==> config.mk <==
export PLATFORM = sky130hd
export DESIGN_NAME = smf_mode_fraction
export DESIGN_NICKNAME = d
export VERILOG_FILES = /design/src/smf_pkg.sv /design/src/smf_cfg_if.sv /design/src/smf_mode_fraction.sv /design/src/smf_order_decode.sv
export SDC_FILE = /design/constraint.sdc
export NUM_CORES = 1
export LEC_CHECK = 0
export BUFFER_PORTS_ARGS = -buffer_cell sky130_fd_sc_hd__buf_4
export CORE_UTILIZATION = 44
export DETAILED_ROUTE_END_ITERATION = 10
export GPL_TIMING_DRIVEN = 0
export PLACE_DENSITY_LB_ADDON = 0.25
export SLEW_MARGIN = 5
export SYNTH_ARGS = -nofsm -noshare
export SYNTH_HDL_FRONTEND = slang
export SYNTH_SLANG_ARGS = --single-unit
export TNS_END_PERCENT = 50
==> constraint.sdc <==
create_clock -name clk -period 1 [get_ports clk]
set_input_delay 0.15 -clock clk [delete_from_list [all_inputs] [get_ports clk]]
set_output_delay 0.15 -clock clk [all_outputs]
set_load 0.02 [all_outputs]
==> src/smf_pkg.sv <==
// package: mode/fraction word layout, reset values and decoded types
package smf_pkg;
	// word geometry
	localparam int WORD_W = 24;
	localparam int ADDR_W = 4;
	localparam int FRAC_LOW_W = 12;
	localparam int FRAC_EXT_W = 10;
	localparam int FRAC_W = FRAC_LOW_W + FRAC_EXT_W;
	// address codes held in word bits 3..0
	localparam logic [3:0] MODE_WORD_ADDR = 4'h9;
	localparam logic [3:0] EXT_WORD_ADDR = 4'hB;
	// mode control word field positions
	localparam int AUTO_PU_BIT = 23;
	localparam int DITHER_LSB = 16;
	localparam int ORDER_LSB = 14;
	localparam int DOUBLER_BIT = 12;
	localparam int REF_BUF_BIT = 11;
	localparam int IF_POL_BIT = 10;
	// extension word field positions
	localparam int DEN_EXT_LSB = 14;
	localparam int NUM_EXT_LSB = 4;
	// values after reset
	localparam logic RST_AUTO_PU = 1'b0;
	localparam logic [1:0] RST_DITHER = 2'h2;
	localparam logic [1:0] RST_ORDER = 2'h3;
	localparam logic RST_DOUBLER = 1'b0;
	localparam logic RST_REF_BUF = 1'b0;
	localparam logic RST_IF_POL = 1'b1;
	localparam logic [9:0] RST_FRAC_EXT = 10'h000;
	localparam logic RST_POWER_DOWN = 1'b0;
	// field codes
	localparam logic IF_POL_NEGATIVE = 1'b0;
	localparam logic IF_POL_POSITIVE = 1'b1;
	localparam logic [1:0] ORDER_FOURTH = 2'h0;
	localparam logic [1:0] ORDER_OFF = 2'h1;
	localparam logic [1:0] ORDER_SECOND = 2'h2;
	localparam logic [1:0] ORDER_THIRD = 2'h3;
	localparam logic [1:0] DITHER_NONE = 2'h0;
	localparam logic [1:0] DITHER_WEAK = 2'h1;
	localparam logic [1:0] DITHER_STRONG = 2'h2;
	localparam logic [1:0] DITHER_RSVD = 2'h3;
	// decoded modulator setting, one-hot
	typedef enum logic [3:0] {
		SMF_MOD_OFF = 4'h1,
		SMF_MOD_2ND = 4'h2,
		SMF_MOD_3RD = 4'h4,
		SMF_MOD_4TH = 4'h8
	} smf_mod_t;
	// decoded dither setting, one-hot
	typedef enum logic [2:0] {
		SMF_DITHER_OFF = 3'h1,
		SMF_DITHER_WEAK = 3'h2,
		SMF_DITHER_STRONG = 3'h4
	} smf_dither_t;
endpackage : smf_pkg

==> src/smf_cfg_if.sv <==
// interface: raw mode fields out to the decoder, decoded settings back
`timescale 1ns/1ps
`default_nettype none
interface smf_cfg_if;
	import smf_pkg::*;
	logic [1:0] orderSel;
	logic [1:0] ditherSel;
	smf_mod_t modMode;
	smf_dither_t ditherMode;
	logic ditherReserved;
	modport cfg (output orderSel, output ditherSel, input modMode,
		input ditherMode, input ditherReserved);
	modport dec (input orderSel, input ditherSel, output modMode,
		output ditherMode, output ditherReserved);
endinterface : smf_cfg_if
`default_nettype wire

==> src/smf_mode_fraction.sv <==
// mode control and fraction extension word decode for the synthesizer
// Function
// - polarity bit: 0 negative, 1 positive
// - buffer enable: output pin released or copies reference
// - doubler off: both counters get plain reference
// - doubler on: RF counter doubled, IF plain
// - order field: 0 fourth,1 off,2 second,3 third
// - dither: 0 none,1 weak,2 strong,3 reserved
// - auto power-up: frequency write clears both power-downs
// - chip enable low suppresses auto power-up
// - narrow mode: numerator 12 bits, extension ignored
// - wide mode: numerator is extension over low bits
// - narrow mode: denominator 12 bits, extension ignored
// - wide mode: denominator is extension over low bits
// - extension word: denominator 23:14, numerator 13:4
`timescale 1ns/1ps
`default_nettype none
module smf_mode_fraction #(
	parameter int WORD_BITS = 24
) (
	input wire logic clk,
	input wire logic srst,
	input wire logic wordValid,
	input wire logic [smf_pkg::WORD_W-1:0] wordData,
	input wire logic mainWordWrite,
	input wire logic pdWrite,
	input wire logic pdRfValue,
	input wire logic pdIfValue,
	input wire logic chipEnablePin,
	input wire logic extAccessEn,
	input wire logic [smf_pkg::FRAC_LOW_W-1:0] fracNumLow,
	input wire logic [smf_pkg::FRAC_LOW_W-1:0] fracDenLow,
	input wire logic refInputPin,
	output logic refOutputPin,
	output logic refOutputOe,
	output logic ifPumpPolarity,
	output logic rfRefDoubled,
	output logic ifRefDoubled,
	output smf_pkg::smf_mod_t modMode,
	output smf_pkg::smf_dither_t ditherMode,
	output logic ditherReserved,
	output logic autoPowerUp,
	output logic rfLoopPowerDown,
	output logic ifLoopPowerDown,
	output logic [smf_pkg::FRAC_W-1:0] fracNumerator,
	output logic [smf_pkg::FRAC_W-1:0] fracDenominator
);
	import smf_pkg::*;

	// the word latch upstream is fixed at the documented word size
	if (WORD_BITS != WORD_W) begin : g_bad_width
		$error("smf_mode_fraction supports only 24-bit words");
	end

	typedef struct packed {
		logic [2:0] ceSync;
		logic ceLevel;
		logic autoPowerUp;
		logic [1:0] ditherSel;
		logic [1:0] orderSel;
		logic doublerEn;
		logic refBufEn;
		logic ifPolarity;
		logic [FRAC_EXT_W-1:0] denExt;
		logic [FRAC_EXT_W-1:0] numExt;
		logic rfPd;
		logic ifPd;
		logic [FRAC_W-1:0] num;
		logic [FRAC_W-1:0] den;
	} smf_main_st_t;

	smf_main_st_t st_ff;
	smf_main_st_t nxt_st;
	smf_cfg_if cfgBus ();

	// joins the fixed extension above the low bits, or drops it when narrow
	function automatic logic [FRAC_W-1:0] frac_join(
		input logic wide,
		input logic [FRAC_EXT_W-1:0] ext,
		input logic [FRAC_LOW_W-1:0] low
	);
		frac_join = {(wide ? ext : {FRAC_EXT_W{1'b0}}), low};
	endfunction : frac_join

	logic modeHit;
	logic extHit;
	assign modeHit = wordValid && wordData[ADDR_W-1:0] == MODE_WORD_ADDR;
	assign extHit = wordValid && wordData[ADDR_W-1:0] == EXT_WORD_ADDR;

	// next state: word loads, chip-enable filter, power-down bits, fractions
	always_comb begin
		nxt_st = st_ff;
		// three-stage pin sync; level moves only when stages 2 and 3 agree
		nxt_st.ceSync = {st_ff.ceSync[1:0], chipEnablePin};
		if (st_ff.ceSync[1] == st_ff.ceSync[2]) begin
			nxt_st.ceLevel = st_ff.ceSync[2];
		end
		if (modeHit) begin
			nxt_st.autoPowerUp = wordData[AUTO_PU_BIT];
			nxt_st.ditherSel = wordData[DITHER_LSB +: 2];
			nxt_st.orderSel = wordData[ORDER_LSB +: 2];
			nxt_st.doublerEn = wordData[DOUBLER_BIT];
			nxt_st.refBufEn = wordData[REF_BUF_BIT];
			nxt_st.ifPolarity = wordData[IF_POL_BIT];
		end
		if (extHit) begin
			nxt_st.denExt = wordData[DEN_EXT_LSB +: FRAC_EXT_W];
			nxt_st.numExt = wordData[NUM_EXT_LSB +: FRAC_EXT_W];
		end
		// a frequency write powers both loops up when auto power-up is set, unless chip enable is low
		if (mainWordWrite && st_ff.autoPowerUp && st_ff.ceLevel) begin
			nxt_st.rfPd = 1'b0;
			nxt_st.ifPd = 1'b0;
		end
		// an explicit power-down write in the same cycle is the newer intent
		if (pdWrite) begin
			nxt_st.rfPd = pdRfValue;
			nxt_st.ifPd = pdIfValue;
		end
		nxt_st.num = frac_join(extAccessEn, st_ff.numExt, fracNumLow);
		nxt_st.den = frac_join(extAccessEn, st_ff.denExt, fracDenLow);
	end

	// registers; the sync stages reset to zero, never to the pin level
	always_ff @(posedge clk) begin
		if (srst) begin
			st_ff.ceSync <= 3'h0;
			st_ff.ceLevel <= 1'b0;
			st_ff.autoPowerUp <= RST_AUTO_PU;
			st_ff.ditherSel <= RST_DITHER;
			st_ff.orderSel <= RST_ORDER;
			st_ff.doublerEn <= RST_DOUBLER;
			st_ff.refBufEn <= RST_REF_BUF;
			st_ff.ifPolarity <= RST_IF_POL;
			st_ff.denExt <= RST_FRAC_EXT;
			st_ff.numExt <= RST_FRAC_EXT;
			st_ff.rfPd <= RST_POWER_DOWN;
			st_ff.ifPd <= RST_POWER_DOWN;
			st_ff.num <= {FRAC_W{1'b0}};
			st_ff.den <= {FRAC_W{1'b0}};
		end else begin
			st_ff <= nxt_st;
		end
	end

	// mode fields go out to the decoder and come back as one-hot settings
	assign cfgBus.orderSel = st_ff.orderSel;
	assign cfgBus.ditherSel = st_ff.ditherSel;
	smf_order_decode u_decode (
		.clk(clk),
		.srst(srst),
		.cfg(cfgBus)
	);
	assign modMode = cfgBus.modMode;
	assign ditherMode = cfgBus.ditherMode;
	assign ditherReserved = cfgBus.ditherReserved;

	// reference buffer is a gated path: a copy of the pin, not resampled
	assign refOutputOe = st_ff.refBufEn;
	assign refOutputPin = st_ff.refBufEn & refInputPin;
	// the IF reference counter never sees the doubled clock
	assign rfRefDoubled = st_ff.doublerEn;
	assign ifRefDoubled = 1'b0;
	assign ifPumpPolarity = st_ff.ifPolarity;
	assign autoPowerUp = st_ff.autoPowerUp;
	assign rfLoopPowerDown = st_ff.rfPd;
	assign ifLoopPowerDown = st_ff.ifPd;
	assign fracNumerator = st_ff.num;
	assign fracDenominator = st_ff.den;
endmodule : smf_mode_fraction
`default_nettype wire

==> src/smf_order_decode.sv <==
// modulator order and dither field decoder, registered outputs
`timescale 1ns/1ps
`default_nettype none
module smf_order_decode (
	input wire logic clk,
	input wire logic srst,
	smf_cfg_if.dec cfg
);
	import smf_pkg::*;

	typedef struct packed {
		smf_mod_t modMode;
		smf_dither_t ditherMode;
		logic ditherReserved;
	} smf_dec_st_t;

	smf_dec_st_t st_ff;
	smf_dec_st_t nxt_st;

	// field codes to one-hot settings; reserved dither falls back to off
	always_comb begin
		nxt_st = st_ff;
		unique case (cfg.orderSel)
			ORDER_FOURTH: nxt_st.modMode = SMF_MOD_4TH;
			ORDER_OFF: nxt_st.modMode = SMF_MOD_OFF;
			ORDER_SECOND: nxt_st.modMode = SMF_MOD_2ND;
			ORDER_THIRD: nxt_st.modMode = SMF_MOD_3RD;
		endcase
		nxt_st.ditherReserved = (cfg.ditherSel == DITHER_RSVD);
		unique case (cfg.ditherSel)
			DITHER_WEAK: nxt_st.ditherMode = SMF_DITHER_WEAK;
			DITHER_STRONG: nxt_st.ditherMode = SMF_DITHER_STRONG;
			DITHER_NONE, DITHER_RSVD: nxt_st.ditherMode = SMF_DITHER_OFF;
		endcase
	end

	always_ff @(posedge clk) begin
		if (srst) begin
			st_ff.modMode <= SMF_MOD_3RD;
			st_ff.ditherMode <= SMF_DITHER_STRONG;
			st_ff.ditherReserved <= 1'b0;
		end else begin
			st_ff <= nxt_st;
		end
	end

	assign cfg.modMode = st_ff.modMode;
	assign cfg.ditherMode = st_ff.ditherMode;
	assign cfg.ditherReserved = st_ff.ditherReserved;
endmodule : smf_order_decode
`default_nettype wire

==> impl_metrics.tcl <==
set metrics [dict create \
    rsz0062_at_grt "true" \
    synth_fa_ha_area_share_pct 1.16 \
    maxCapViolations 0 \
    r2r_end "u_decode.cfg.ditherMode[2]" \
    setup_ws_ns -0.0883 \
    syn_nets 365 \
    rrSetupSlack_ns 0.05 \
    start_kind "flip-flop" \
    grt_max_degree 14 \
    synth_top_family_by_area "simple AND/OR/NAND/NOR gates" \
    cts_setup_buffers 0 \
    ys_warn_count 0 \
    die_y_um 87.6 \
    crit_fanout 3 \
    holdWs_ns 0.0161 \
    crit_arrival_ns 0.94 \
    viasPerCell 4.44 \
    cp.depth 2 \
    drtAntennaViolNets 0 \
    min_path_type "input pin to flip-flop" \
    antenna_found_initial 0 \
    clkSinkCount 86 \
    leakage_nw 1.93 \
    required_ns 0.85 \
    dpl.cell_count 514 \
    antenna_cells 0 \
    totalWireLength_um 6310 \
    cts_tree "done" \
    synth_compound_area_share_pct 4.85 \
    portBuffers 114 \
    ys_ff_latch 86 \
    grt_pass1_vias 2241 \
    ys_types 27 \
    slowest_stage "dfxtp_2" \
    instances_no_fill 502 \
    synth-xor-area-share_pct 0 \
    cts-buffers-inserted 9 \
    start_util_pct 46.4 \
    max_freq_mhz 919 \
    stdcell_area_sq_um 4450 \
    dr.pass1.iters 4 \
    clock_latency_ns 0.35 \
    nets 463 \
    gp_congestion 0.709 \
    drv_slew 0 \
    row_count 30 \
    clk_pin_slew_ns 0.08 \
    setup_violations 7 \
    drc 0 \
    min-delay-start "fracDenLow[1]" \
    ctsLongestPathBuffers 2 \
    synth_mux_area_share_pct 3.73 \
    die_w_um 87.6 \
    hold_end "fracDenominator[1]" \
    num_vias 2231 \
    ios 118 \
    dpl_cell_area_sq_um 4200 \
    period_minus_slack_ns 1.09 \
    area_delta_synth_final_pct 37.9 \
    timing.rr.start "cfgBus.ditherSel[0]" \
    cp-end-kind "output pin" \
    dpl.hpwl_um 4530 \
    netlist_area_sq_um 3220 \
    status "complete, but fails checks" \
    hold_depth 2 \
    wl_per_cell_um 12.6 \
    core_area_sq_um 6940 \
    drive_gt1_share_pct 43.1 \
    setup.worst_path.class "flip-flop to output pin" \
    slowest_delay_ns 0.35 \
    cp_num_buf_inv 1 \
    dieArea_sq_um 7670 \
    skew_ns 0.00722 \
    path_cells "and2_4 -> buf_6" \
    cts_htree_levels 3 \
    hold_violations 0 \
    grt_pass1_wl_um 10100 \
    root_buffer "clkbuf_8" \
    ys_seq_area_share_pct 53.4 \
    syn_inst 304 \
    violations "negative setup slack" \
    grt.overflow.total 0 \
    crit_family "flip-flops" \
    grt_use_total_pct 17.7 \
    vdd.ir_drop.worst_mv 0.924 \
    post_synth_and_or_nand_nor_area_fraction_pct 23.1 \
    timing.final.crit_share_pct 109 \
    pwr_density_cell_nw_per_um2 1490 \
    drt_iter0_drc 48 \
    synth.avg_cell_area_sq_um 10.6 \
    rr_worst_depth 3 \
]
==> synthesized netlist by cell type <==
library cell	count	share of area, %
a21oi_1	1	0.16
nor2b_1	31	6.0
and2_4	1	0.27
mux2i_1	12	3.7
ha_1	3	1.2
dfxtp_1	86	53
inv_1	2	0.23
clkbuf_1	10	1.2
conb_1	1	0.12
and4b_1	1	0.31
o21ai_2	10	2.7
nor2b_4	1	0.43
buf_2	5	0.78
nand2b_1	28	5.4
a21o_1	1	0.23
nor3_1	1	0.16
nand4b_1	16	4.3
o21ai_0	7	1.1
a31oi_1	1	0.19
nor2_1	10	1.2
nor3b_1	1	0.23
and2_1	22	4.3
or2_2	1	0.19
buf_4	45	10
a22oi_1	2	0.47
nand2_1	2	0.23
buf_6	3	1.0
==> flip-flops by register name, summed over array words and instances, names as in the netlist, 2 cells and up <==
register and cells:
fracDenominator 22, fracNumerator 22, st_ff 22, u_decode.cfg.modMode 4, u_decode.cfg.ditherMode 3, cfgBus.ditherSel 2
cfgBus.orderSel 2, nxt_st 2
==> metal layers <==
layer / share of wire (%) / GRT usage [%] / wire length, um
met4: 2.5 / 9.54 / 158
met2: 51 / 31.0 / 3210
met3: 5.0 / 5.00 / 315
met5: 0 / 0 / 0
met1: 42 / 19.5 / 2620
==> stage by stage <==
stage	util [%]	setup TNS, ns	setup WS [ns]	power (mW)
after floorplan	-	-0.0673	-0.00842	3.95
after global placement	60.5	-6.02	-0.224	4.25
after detailed placement	60.5	-7.05	-0.239	4.27
after CTS	65.0	-1.19	-0.101	6.72
after global routing	64.0	-0.535	-0.128	6.91
final	64.0	-0.269	-0.0883	6.63
==> logic make-up (layout without fill, tap and decap cells) <==
group                      Yosys count  in the layout
AOI/OAI and AO/OA                   22             22
adders and majority gates            3              3
buffers and inverters               65            167
DFF                                 86             86
muxes                               12             12
other                                1              1
and+or+nand+nor                    115            115
==> area by class of cell <==
class | instances | area [sq um]
Fill cell | 594 | 2500
Sequential cell | 86 | 1750
Timing Repair Buffer | 125 | 1160
Multi-Input combinational cell | 153 | 1060
Clock buffer | 12 | 155
Buffer | 25 | 153
Tap cell | 96 | 120
Clock inverter | 3 | 43.8
Inverter | 2 | 7.51
==> layout by cell type, fill, tap and decap left out, types with 2 or more instances in the layout <==
master          n
a22oi_1         2
and2_1         21
and2_4          2
buf_2           5
buf_4          70
buf_6          53
clkbuf_1       11
clkbuf_8       11
dfxtp_1        69
dfxtp_2        16
dlygate4sd3_1  11
ha_1            3
mux2i_1        12
nand2_1         2
nand2b_1       28
nand4b_1       16
nor2_1         10
nor2b_1        31
o21ai_0         7
o21ai_2        10
==> where the power goes <==
part | switching [mW] | leakage [nW] | internal [mW] | total, mW
Sequential | 0.0367 | 0.708 | 3.50 | 3.54
Combinational | 0.275 | 1.12 | 0.386 | 0.662
Clock | 1.15 | 0.102 | 1.28 | 2.43
==> how the worst max path moves through the flow <==
stage / from / slack, ns / to
6_report: refOutputOe / -0.09 / refOutputPin
2_1_floorplan: wordData[2] / -0.008 / autoPowerUp
3_5_place_dp: wordData[2] / -0.24 / ifPumpPolarity
3_3_place_gp: wordData[2] / -0.22 / autoPowerUp
5_1_grt: refOutputOe / -0.13 / refOutputPin
4_1_cts: refOutputOe / -0.10 / refOutputPin
==> worst register-to-register path, delay by kind of cell, from the launching register on <==
kind,cells,cell delay (ns)
adders and majority gates,1,0.17
buffers and inverters,1,0.03
DFF,1,0.37
and+or+nand+nor,1,0.26
==> what timing repair did <==
item / 4_1_cts / 5_1_grt
hold endpoints to repair: 11 / 0
gates cloned: 0 / 0
hold buffers: 11 / 0
resized for setup: 54 / 17
endpoints found under the setup margin: 51 / 31
No activity file was read; power rests on OpenSTA's default activity.
